===== src/acc_pkg.sv =====
// Package for the analog comparator control block: offsets, fields, types.
// Assumes an 8-bit register port addressed with the printed offsets.
package acc_pkg;
   localparam int ADDR_W = 8;
   localparam logic [7:0] OFS_CTRL_A = 8'h08;
   localparam logic [7:0] OFS_CTRL_B = 8'h09;
   // Register A field positions
   localparam int A_POWER_OFF = 7;
   localparam int A_BANDGAP = 6;
   localparam int A_RESULT = 5;
   localparam int A_FLAG = 4;
   localparam int A_IRQ_EN = 3;
   localparam int A_MUX_EN = 2;
   // Register B field positions
   localparam int B_HYST_EN = 7;
   localparam int B_HYST_LEVEL = 6;
   // Reset values of the writable fields
   localparam logic [7:0] RST_CTRL_A = 8'h00;
   localparam logic [7:0] RST_CTRL_B = 8'h00;
   // Highest converter channel code that reaches the comparator
   localparam logic [5:0] CHAN_MAX = 6'h0A;
   // Interrupt mode codes
   localparam logic [1:0] MODE_TOGGLE = 2'h0;
   localparam logic [1:0] MODE_FALL = 2'h2;
   localparam logic [1:0] MODE_RISE = 2'h3;
   // Analog source codes for the comparator inputs
   typedef enum logic [3:0] {
      ACC_SRC_PIN0, ACC_SRC_PIN1, ACC_SRC_PIN2, ACC_SRC_BANDGAP, ACC_SRC_CONV
   } acc_src_t;
   // Analog front-end controls travel together
   typedef struct packed {
      logic power_off;
      acc_src_t pos_src;
      acc_src_t neg_src;
      logic [5:0] conv_channel;
      logic hyst_en;
      logic hyst_50mv;
   } acc_analog_t;
endpackage


===== src/acc_ctrl.sv =====
// Analog comparator control: input routing, result sync, edge flag, irq.
// Assumes the analog comparator output arrives asynchronously on I_CMP_RAW.
//
// Decided for this implementation: the plain strobed port.
`timescale 1ns/10ps
// Operation
// Result bit is high when positive input exceeds negative; software cannot write it.
// Raw comparator output is synchronised, one to two clocks of latency.
// Flag bit 4 of register A sets on the selected edge event.
// Flag clears when the processor acknowledges the interrupt vector.
// Writing one to the flag clears it; zero leaves it.
// Interrupt requested only with flag, enable bit 3 and global enable set.
// Mode 00 toggle, 01 reserved, 10 falling, 11 rising.
// Bit 7 written one powers the comparator off; zero keeps it on.
// Software disables the interrupt before changing power or mode bits.
// Bandgap bit 6 routes 1.1V reference to the positive input.
// Mux enable with converter off takes negative input from converter channel 0-10.
// Otherwise the three-bit field picks the positive/negative pin pair.
// With converter channel negative, field picks positive pin: 000, 01x, 1xx.
// Register B bit 7 enables hysteresis; bit 6 selects 20mV or 50mV.
// Converter enable input is the converter's own enable control.
// Mux enable lives in bit 2 of register A.
module acc_ctrl
   import acc_pkg::*;
(
   input wire logic I_CLOCK,
   input wire logic I_RST_N,
   input wire logic [ADDR_W-1:0] I_ADDR,
   input wire logic [7:0] I_WDATA,
   input wire logic I_WR,
   input wire logic I_RD,
   input wire logic I_CMP_RAW,
   input wire logic I_CONVERTER_ENABLE,
   input wire logic [5:0] I_CONVERTER_CHANNEL_FIELD,
   input wire logic I_GLOBAL_IRQ_ENABLE,
   input wire logic I_IRQ_ACK,
   output logic [7:0] O_RDATA,
   output logic O_IRQ,
   output acc_analog_t O_ANALOG
);
   // Control state
   logic power_off;
   logic bandgap;
   logic irq_en;
   logic mux_en;
   logic [1:0] mode;
   logic hyst_en;
   logic hyst_level;
   logic [2:0] pair_sel;
   logic flag;
   logic sync1;
   logic sync2;
   logic prev;

   // Register decode
   wire sel_a = (I_ADDR == OFS_CTRL_A);
   wire sel_b = (I_ADDR == OFS_CTRL_B);
   wire wr_a = I_WR && sel_a;
   wire wr_b = I_WR && sel_b;
   wire [7:0] reg_a = {power_off, bandgap, sync2, flag, irq_en, mux_en, mode};
   wire [7:0] reg_b = {hyst_en, hyst_level, 3'h0, pair_sel};
   wire [7:0] rd_mux = sel_a ? reg_a : (sel_b ? reg_b : 8'h00);

   // Edge detection on the synchronised result
   wire rise = sync2 && !prev;
   wire fall = !sync2 && prev;
   wire event_hit = (mode == MODE_TOGGLE) ? (rise || fall) :
                    (mode == MODE_FALL) ? fall :
                    (mode == MODE_RISE) ? rise : 1'b0;
   wire flag_clr = I_IRQ_ACK || (wr_a && I_WDATA[A_FLAG]);
   wire next_flag = event_hit ? 1'b1 : (flag_clr ? 1'b0 : flag);
   wire next_irq = next_flag && irq_en && I_GLOBAL_IRQ_ENABLE;

   // Input routing
   wire conv_neg = mux_en && !I_CONVERTER_ENABLE;

   function automatic acc_src_t pair_pos(input logic [2:0] s);
      if (s[2]) pair_pos = ACC_SRC_PIN2;
      else if (s[1]) pair_pos = ACC_SRC_PIN1;
      else pair_pos = ACC_SRC_PIN0;
   endfunction

   function automatic acc_src_t pair_neg(input logic [2:0] s);
      case (s)
         3'h0: pair_neg = ACC_SRC_PIN1;
         3'h1: pair_neg = ACC_SRC_PIN2;
         3'h2: pair_neg = ACC_SRC_PIN0;
         3'h3: pair_neg = ACC_SRC_PIN2;
         3'h4: pair_neg = ACC_SRC_PIN0;
         default: pair_neg = ACC_SRC_PIN1;
      endcase
   endfunction

   // Positive pin: 000->0, 01x->1, 1xx->2; 001 in pin mode is pin0 as well
   wire acc_src_t pos_pin = pair_pos(pair_sel);
   wire acc_src_t next_pos = bandgap ? ACC_SRC_BANDGAP : pos_pin;
   wire acc_src_t next_neg = conv_neg ? ACC_SRC_CONV : pair_neg(pair_sel);
   wire [5:0] next_chan = (I_CONVERTER_CHANNEL_FIELD <= CHAN_MAX) ?
                          I_CONVERTER_CHANNEL_FIELD : 6'h00;
   acc_analog_t next_analog;
   always_comb begin
      next_analog.power_off = power_off;
      next_analog.pos_src = next_pos;
      next_analog.neg_src = next_neg;
      next_analog.conv_channel = next_chan;
      next_analog.hyst_en = hyst_en;
      next_analog.hyst_50mv = hyst_level;
   end

   // Synchroniser for the raw comparator output
   always_ff @(posedge I_CLOCK or negedge I_RST_N) begin
      if (!I_RST_N) begin
         sync1 <= 1'b0;
         sync2 <= 1'b0;
         prev <= 1'b0;
      end else begin
         sync1 <= I_CMP_RAW;
         sync2 <= sync1;
         prev <= sync2;
      end
   end

   // Register A writable fields
   always_ff @(posedge I_CLOCK or negedge I_RST_N) begin
      if (!I_RST_N) begin
         {power_off, bandgap} <= RST_CTRL_A[7:6];
         {irq_en, mux_en, mode} <= RST_CTRL_A[3:0];
      end else if (wr_a) begin
         power_off <= I_WDATA[A_POWER_OFF];
         bandgap <= I_WDATA[A_BANDGAP];
         irq_en <= I_WDATA[A_IRQ_EN];
         mux_en <= I_WDATA[A_MUX_EN];
         mode <= I_WDATA[1:0];
      end
   end

   // Register B writable fields
   always_ff @(posedge I_CLOCK or negedge I_RST_N) begin
      if (!I_RST_N) begin
         {hyst_en, hyst_level} <= RST_CTRL_B[7:6];
         pair_sel <= RST_CTRL_B[2:0];
      end else if (wr_b) begin
         hyst_en <= I_WDATA[B_HYST_EN];
         hyst_level <= I_WDATA[B_HYST_LEVEL];
         pair_sel <= I_WDATA[2:0];
      end
   end

   // Flag, request and read data
   always_ff @(posedge I_CLOCK or negedge I_RST_N) begin
      if (!I_RST_N) begin
         flag <= 1'b0;
         O_IRQ <= 1'b0;
         O_RDATA <= 8'h00;
      end else begin
         flag <= next_flag;
         O_IRQ <= next_irq;
         O_RDATA <= I_RD ? rd_mux : 8'h00;
      end
   end

   // Analog controls from flops
   always_ff @(posedge I_CLOCK or negedge I_RST_N) begin
      if (!I_RST_N) begin
         O_ANALOG <= '0;
      end else begin
         O_ANALOG <= next_analog;
      end
   end

   // Checks
   AST_RESULT_LAT: assert property (@(posedge I_CLOCK) disable iff (!I_RST_N)
      ##2 (sync2 == $past(I_CMP_RAW, 2)))
      else $error("result not two cycles behind raw input");
   AST_RISE_FLAG: assert property (@(posedge I_CLOCK) disable iff (!I_RST_N)
      (mode == MODE_RISE && rise) |=> flag)
      else $error("rising edge did not set flag");
   AST_RESERVED: assert property (@(posedge I_CLOCK) disable iff (!I_RST_N)
      (mode == 2'h1 && !flag && !wr_a) |=> !flag)
      else $error("reserved mode set flag");
   AST_ACK_CLR: assert property (@(posedge I_CLOCK) disable iff (!I_RST_N)
      (I_IRQ_ACK && !event_hit) |=> !flag)
      else $error("ack did not clear flag");
   AST_W1C: assert property (@(posedge I_CLOCK) disable iff (!I_RST_N)
      (wr_a && !I_WDATA[A_FLAG] && !I_IRQ_ACK && flag) |=> flag)
      else $error("zero write cleared flag");
   AST_IRQ: assert property (@(posedge I_CLOCK) disable iff (!I_RST_N)
      O_IRQ |-> ($past(irq_en) || $past(wr_a)) && $past(I_GLOBAL_IRQ_ENABLE))
      else $error("request without enables");
   AST_BANDGAP: assert property (@(posedge I_CLOCK) disable iff (!I_RST_N)
      bandgap |=> O_ANALOG.pos_src == ACC_SRC_BANDGAP || $past(wr_a))
      else $error("bandgap not routed");
   AST_CONV_NEG: assert property (@(posedge I_CLOCK) disable iff (!I_RST_N)
      (mux_en && !I_CONVERTER_ENABLE) |=> O_ANALOG.neg_src == ACC_SRC_CONV || $past(wr_a))
      else $error("converter channel not on negative input");
   AST_POWER: assert property (@(posedge I_CLOCK) disable iff (!I_RST_N)
      O_ANALOG.power_off == $past(power_off))
      else $error("power control mismatch");
   // Edge selection: each mode sets the flag on its own event only
   AST_FALL_FLAG: assert property (@(posedge I_CLOCK) disable iff (!I_RST_N)
      (mode == MODE_FALL && fall) |=> flag)
      else $error("falling edge did not set flag");
   AST_TOGGLE_FLAG: assert property (@(posedge I_CLOCK) disable iff (!I_RST_N)
      (mode == MODE_TOGGLE && (rise || fall)) |=> flag)
      else $error("toggle did not set flag");
   AST_RISE_ONLY: assert property (@(posedge I_CLOCK) disable iff (!I_RST_N)
      (mode == MODE_RISE && !rise && !flag) |=> !flag)
      else $error("rise mode set flag without rising edge");
   AST_FALL_ONLY: assert property (@(posedge I_CLOCK) disable iff (!I_RST_N)
      (mode == MODE_FALL && !fall && !flag) |=> !flag)
      else $error("fall mode set flag without falling edge");

   // Flag holds until cleared; a set in the clear cycle wins
   AST_FLAG_HOLD: assert property (@(posedge I_CLOCK) disable iff (!I_RST_N)
      (flag && !I_IRQ_ACK && !(wr_a && I_WDATA[A_FLAG])) |=> flag)
      else $error("flag dropped without a clear");
   AST_W1C_CLR: assert property (@(posedge I_CLOCK) disable iff (!I_RST_N)
      (wr_a && I_WDATA[A_FLAG] && !event_hit) |=> !flag)
      else $error("write one did not clear flag");
   AST_SET_WINS: assert property (@(posedge I_CLOCK) disable iff (!I_RST_N)
      (event_hit && (I_IRQ_ACK || (wr_a && I_WDATA[A_FLAG]))) |=> flag)
      else $error("clear beat a simultaneous set");

   // Request gating by the two enables, and request clearing on acknowledge
   AST_IRQ_OFF_EN: assert property (@(posedge I_CLOCK) disable iff (!I_RST_N)
      !irq_en |=> !O_IRQ)
      else $error("request with interrupt enable clear");
   AST_IRQ_OFF_GIE: assert property (@(posedge I_CLOCK) disable iff (!I_RST_N)
      !I_GLOBAL_IRQ_ENABLE |=> !O_IRQ)
      else $error("request with global enable clear");
   AST_IRQ_ON: assert property (@(posedge I_CLOCK) disable iff (!I_RST_N)
      (flag && irq_en && I_GLOBAL_IRQ_ENABLE && !I_IRQ_ACK && !(wr_a && I_WDATA[A_FLAG]))
      |=> O_IRQ)
      else $error("request missing with flag and enables set");
   AST_ACK_IRQ: assert property (@(posedge I_CLOCK) disable iff (!I_RST_N)
      (I_IRQ_ACK && !event_hit) |=> !O_IRQ)
      else $error("request stayed after acknowledge");

   // Read port: result bit, reserved bits and idle data
   AST_RESULT_READ: assert property (@(posedge I_CLOCK) disable iff (!I_RST_N)
      (I_RD && sel_a) |=> O_RDATA[A_RESULT] == $past(sync2))
      else $error("result bit read wrong");
   AST_RDATA_IDLE: assert property (@(posedge I_CLOCK) disable iff (!I_RST_N)
      !I_RD |=> O_RDATA == 8'h00)
      else $error("read data not zero outside read");
   AST_RD_B_ZERO: assert property (@(posedge I_CLOCK) disable iff (!I_RST_N)
      (I_RD && sel_b) |=> O_RDATA[5:3] == 3'h0)
      else $error("unused bits of register B not zero");
   AST_RESULT_RO: assert property (@(posedge I_CLOCK) disable iff (!I_RST_N)
      wr_a |=> sync2 == $past(sync1))
      else $error("write reached the result bit");

   // Input routing seen on the analog controls
   AST_POS_PIN0: assert property (@(posedge I_CLOCK) disable iff (!I_RST_N)
      (!bandgap && pair_sel[2:1] == 2'h0) |=> O_ANALOG.pos_src == ACC_SRC_PIN0)
      else $error("positive input not pin zero");
   AST_POS_PIN1: assert property (@(posedge I_CLOCK) disable iff (!I_RST_N)
      (!bandgap && pair_sel[2:1] == 2'h1) |=> O_ANALOG.pos_src == ACC_SRC_PIN1)
      else $error("positive input not pin one");
   AST_POS_PIN2: assert property (@(posedge I_CLOCK) disable iff (!I_RST_N)
      (!bandgap && pair_sel[2]) |=> O_ANALOG.pos_src == ACC_SRC_PIN2)
      else $error("positive input not pin two");
   AST_NEG_PIN: assert property (@(posedge I_CLOCK) disable iff (!I_RST_N)
      !mux_en |=> O_ANALOG.neg_src != ACC_SRC_CONV)
      else $error("converter channel used with mux disabled");
   AST_NEG_HIGH: assert property (@(posedge I_CLOCK) disable iff (!I_RST_N)
      (!conv_neg && pair_sel >= 3'h5) |=> O_ANALOG.neg_src == ACC_SRC_PIN1)
      else $error("upper pair codes not on pin one");
   AST_CONV_ON: assert property (@(posedge I_CLOCK) disable iff (!I_RST_N)
      I_CONVERTER_ENABLE |=> O_ANALOG.neg_src != ACC_SRC_CONV)
      else $error("converter channel used while converter on");
   AST_CHAN: assert property (@(posedge I_CLOCK) disable iff (!I_RST_N)
      (I_CONVERTER_CHANNEL_FIELD <= CHAN_MAX)
      |=> O_ANALOG.conv_channel == $past(I_CONVERTER_CHANNEL_FIELD))
      else $error("converter channel not passed on");
   AST_CHAN_CLAMP: assert property (@(posedge I_CLOCK) disable iff (!I_RST_N)
      (I_CONVERTER_CHANNEL_FIELD > CHAN_MAX) |=> O_ANALOG.conv_channel == 6'h00)
      else $error("out of range channel not forced to zero");

   // Register writes land in their fields; hysteresis fields reach the analog controls
   AST_MUX_WR: assert property (@(posedge I_CLOCK) disable iff (!I_RST_N)
      wr_a |=> mux_en == $past(I_WDATA[A_MUX_EN]))
      else $error("mux enable not written from bit 2");
   AST_POWER_WR: assert property (@(posedge I_CLOCK) disable iff (!I_RST_N)
      wr_a |=> power_off == $past(I_WDATA[A_POWER_OFF]))
      else $error("power bit not written");
   AST_HYST_WR: assert property (@(posedge I_CLOCK) disable iff (!I_RST_N)
      wr_b |=> hyst_en == $past(I_WDATA[B_HYST_EN]) && hyst_level == $past(I_WDATA[B_HYST_LEVEL]))
      else $error("hysteresis fields not written");
   AST_HYST: assert property (@(posedge I_CLOCK) disable iff (!I_RST_N)
      O_ANALOG.hyst_en == $past(hyst_en) && O_ANALOG.hyst_50mv == $past(hyst_level))
      else $error("hysteresis controls mismatch");

   // Main scenarios reached
   COV_TOGGLE: cover property (@(posedge I_CLOCK) mode == MODE_TOGGLE && fall ##1 flag);
   COV_IRQ: cover property (@(posedge I_CLOCK) O_IRQ ##[1:8] I_IRQ_ACK);
   COV_CONV: cover property (@(posedge I_CLOCK) O_ANALOG.neg_src == ACC_SRC_CONV);
   COV_W1C: cover property (@(posedge I_CLOCK) wr_a && I_WDATA[A_FLAG] && flag);
   COV_BANDGAP: cover property (@(posedge I_CLOCK) O_ANALOG.pos_src == ACC_SRC_BANDGAP);
endmodule


===== config.mk =====
export PLATFORM = sky130hd
export DESIGN_NAME = acc_ctrl
export DESIGN_NICKNAME = d
export VERILOG_FILES = /design/src/acc_pkg.sv /design/src/acc_ctrl.sv
export SDC_FILE = /design/constraint.sdc
export NUM_CORES = 1
export LEC_CHECK = 0
export BUFFER_PORTS_ARGS = -buffer_cell sky130_fd_sc_hd__buf_2
export CORE_ASPECT_RATIO = 1.5
export CORE_MARGIN = 1.5
export CORE_UTILIZATION = 43
export DETAILED_ROUTE_END_ITERATION = 12
export MAX_ROUTING_LAYER = met4
export PLACE_DENSITY_LB_ADDON = 0.08
export SLEW_MARGIN = 10
export SYNTH_ARGS = -nofsm -noshare
export SYNTH_HDL_FRONTEND = slang
export SYNTH_SLANG_ARGS = --single-unit

===== constraint.sdc =====
create_clock -name I_CLOCK -period 1.3 [get_ports I_CLOCK]
set_clock_uncertainty 0.2 [all_clocks]
set_input_delay 0.26 -clock I_CLOCK [delete_from_list [all_inputs] [get_ports I_CLOCK]]
set_output_delay 0.26 -clock I_CLOCK [all_outputs]
set_load 0.02 [all_outputs]

==> key figures <==
Critical path
  • Worst path required time: approximately 1.3 ns
  • CP Class: in -> reg
  • Worst Path Arrival: 1.41 ns
  • CP Launch Type: primary input
  • CP endpoint kind: register
  • Largest driver fanout on the critical path: 5

Yosys
  • Synth Instances: 111
  • Number of enable-type register cells in the synthesized netlist: 0
  • Area share of xor/xnor cells in the synthesized design: 0
  • Total of flip-flops plus latches after synthesis: 38
  • Share of synthesized cell area in full adder, half adder and majority cells: 0.0164
  • Synthesized area divided by synthesized cell count: approximately 14 µm²
  • Mux cell area share after synthesis: 0.101
  • Sequential element share of the synthesized area: 0.622
  • Prevailing post-synth register cell: sky130_fd_sc_hd__dfrtp_1
  • Library cells used by synthesis: 32
  • Number of warnings printed during yosys synthesis: 0
  • Basic-gate share of the synthesized area counting and, or, nand and nor cells: 0.178
  • Post-synthesis compound-gate area fraction: 0.0483
  • Synthesized cell area: about 1500 µm²
  • Combinational family with the most area after synthesis: simple AND/OR/NAND/NOR gates
  • FFs w/ async S/R, synth: 1.00

Floorplan
  • Core area: 3420 µm²
  • Initial standard-cell utilization of the core: 0.448
  • Top-level I/O count: between 50 and 60
  • Total die area: approximately 4000 µm²
  • Y dimension of the die: approximately 76 µm
  • Site row count: 26
  • Die outline width: between 50 and 60 µm

STA
  • Peak Freq: a little under 700 MHz
  • Total count of hold-check failures in the final report: 0
  • Number of pins with negative max-slew slack in the final report: 0
  • Setup repair after global routing missed its margin: true
  • Worst setup slack after layout: -0.141 ns
  • Clock period minus final worst setup slack: between 1 and 1.5 ns
  • Setup Viol. Count Final: 7
  • Post-route fraction of the period consumed by the critical path: 1.11
  • Fin Hold WS: between 0.01 and 0.015 ns

Route
  • Number of remaining DRC errors: 0
  • Total iterations of the first detailed-routing run: 4
  • Wire length per cell: roughly 13 µm
  • Post-route ant nets: 0
  • Routed Wire Length: roughly 2.9 mm
  • Via count: approximately 1100
  • Avg Vias per Cell: between 4 and 5
  • Drt initial violations: 8

Clock tree
  • Clk Tree Root Cell: sky130_fd_sc_hd__clkbuf_8
  • TritonCTS clock tree: built
  • Clock slew at the register clock pins of the worst setup and hold paths: about 0.060 ns
  • Buffers from clock root to sink, at most: 2
  • Clock buffer count from CTS: 5
  • Latest clock arrival within the worst-skew pair: between 0.2 and 0.3 ns
  • Clock sink count: 38
  • H-tree depth: 2

Power
  • Power density normalized to cell area: 1090 nW/µm²
  • Leakage Power: between 1 and 1.5 nW
  • Worst VDD drop: approximately 0.00076 V

Run
  • Total of max-cap violations: 0

Status
  • Violated checks: negative setup slack
  • Run status: finished with violations

Layout
  • Layout-stage area growth over the synthesis result: 39.5%
  • Commonest non-fill, non-tap cell in the layout: sky130_fd_sc_hd__buf_2
  • Post-layout net count: 220
  • Number of fill cells in the layout: approximately 310
  • Most frequent cells in the layout: 48 x sky130_fd_sc_hd__buf_2, 38 x sky130_fd_sc_hd__dfrtp_1, 12 x sky130_fd_sc_hd__buf_4, 10 x sky130_fd_sc_hd__nand3_1
  • Share of final-layout standard cells stronger than drive strength 1: 0.508
  • Total inserted antenna cells: 0

Global routing
  • First-pass GRT wire length: ~4.6 mm
  • Total GRT Usage: 0.163
  • Antenna violations before repair: 0
  • Overflow left after global routing: 0
  • Via count of the first global-routing pass: between 1000 and 1500
  • Pin count of the biggest net entering global routing: 39

Placement
  • Final HPWL DP: about 2.1 mm
  • GPL Wtd Cong: ~0.82
  • Port Buffer Count: 51
  • Post-placement worst setup slack: -0.424 ns

Hold path
  • Worst hold path class: in -> reg
## sequential cells by signal, summed over array words and instances, names as in the netlist
signal / flops
O_ANALOG: 14
O_IRQ: 1
mux_en: 1
O_RDATA: 8
pair_sel: 3
flag: 1
irq_en: 1
power_off: 1
hyst_level: 1
mode: 2
hyst_en: 1
bandgap: 1
sync2: 1
prev: 1
sync1: 1
## Yosys cell counts, types with 2 or more instances
cell type,count,share of area
sky130_fd_sc_hd__a21o_1,2,0.0098
sky130_fd_sc_hd__a21oi_1,7,0.023
sky130_fd_sc_hd__and2_1,5,0.020
sky130_fd_sc_hd__and3_1,3,0.012
sky130_fd_sc_hd__buf_4,3,0.015
sky130_fd_sc_hd__dfrtp_1,38,0.62
sky130_fd_sc_hd__ha_1,2,0.016
sky130_fd_sc_hd__inv_1,3,0.0074
sky130_fd_sc_hd__mux2_2,7,0.052
sky130_fd_sc_hd__mux2_4,5,0.049
sky130_fd_sc_hd__nand2_1,2,0.0049
sky130_fd_sc_hd__nand3_1,10,0.033
sky130_fd_sc_hd__nor2b_1,2,0.0082
sky130_fd_sc_hd__nor4_4,2,0.028
sky130_fd_sc_hd__o21ai_0,2,0.0065
sky130_fd_sc_hd__or2_2,2,0.0082
## metrics by stage
| stage | instance area [µm²] | std cells | utilization | total power, mW | setup TNS [ns] |
|---|---|---|---|---|---|
| global route | 2130 | 229 | 0.625 | 2.42 | -1.24 |
| global placement | 1920 | 216 | 0.563 | 1.53 | -6.01 |
| finish | 2130 | 229 | 0.625 | 2.31 | -0.867 |
| CTS | 2110 | 229 | 0.618 | 2.34 | -0.820 |
| detailed placement | 1920 | 216 | 0.563 | 1.54 | -6.59 |
| floorplan | 1540 | 115 | - | 1.40 | -1.90 |
## critical path, cell delays in order
cell and delay (ns):
sky130_fd_sc_hd__buf_6 0.10, sky130_fd_sc_hd__nor4_4 0.35, sky130_fd_sc_hd__and4_1 0.25, sky130_fd_sc_hd__buf_6 0.14, sky130_fd_sc_hd__mux2_4 0.30
## worst paths after layout
kind	cells past startpoint	to	slack [ns]	start
max reg2reg	4	O_IRQ$_DFF_PN0_	-0.10	sync2$_DFF_PN0_
max in group asynchronous	3	O_ANALOG[0]$_DFF_PN0_	0.44	I_RST_N
min in group asynchronous	3	O_ANALOG[9]$_DFF_PN0_	0.28	I_RST_N
min	2	irq_en$_DFFE_PN0N_	0.01	I_WDATA[3]
max	5	pair_sel[1]$_DFFE_PN0P_	-0.14	I_ADDR[4]
min reg2reg	0	sync2$_DFF_PN0_	0.15	sync1$_DFF_PN0_
## per-layer routing
metal,track usage,up-vias,share of wire
met5,-,-,0
met4,0.0842,0,0.019
met3,0.0627,6,0.051
met2,0.276,38,0.57
met1,0.155,555,0.36
li1,-,531,-
## area by class of cell
class	instances	area, µm²	share of cell area
Sequential cell	38	951	0.446
Multi-Input combinational cell	69	581	0.272
Timing Repair Buffer	71	455	0.213
Clock buffer	6	82.6	0.0387
Tap cell	42	52.6	0.0246
Inverter	3	11.3	0.00528
## logic make-up (layout without fill, tap and decap cells)
family | Yosys count | after routing
adder cells (fa/ha/maj) | 2 | 2
flip-flops | 38 | 38
other | 1 | 5
AND/OR/NAND/NOR | 37 | 37
AO/OA/AOI/OAI | 13 | 13
multiplexers | 12 | 12
buffers and inverters | 8 | 80
## power breakdown
group / switching [mW] / internal (mW) / leakage, nW
sequential: 0.0231 / 1.23 / 0.507
combinational: 0.154 / 0.143 / 0.579
clock: 0.354 / 0.408 / 0.0431
total: 0.532 / 1.78 / 1.13
## repair_timing
item | in CTS | in global routing
hold buffers | 6 | 0
pin swaps | 5 | 1
endpoints found under the hold margin | 43 | 0
setup buffers | 1 | 0
gates resized for setup | 8 | 4
setup endpoints to repair | 13 | 17
(Power assumes the default switching activity.)
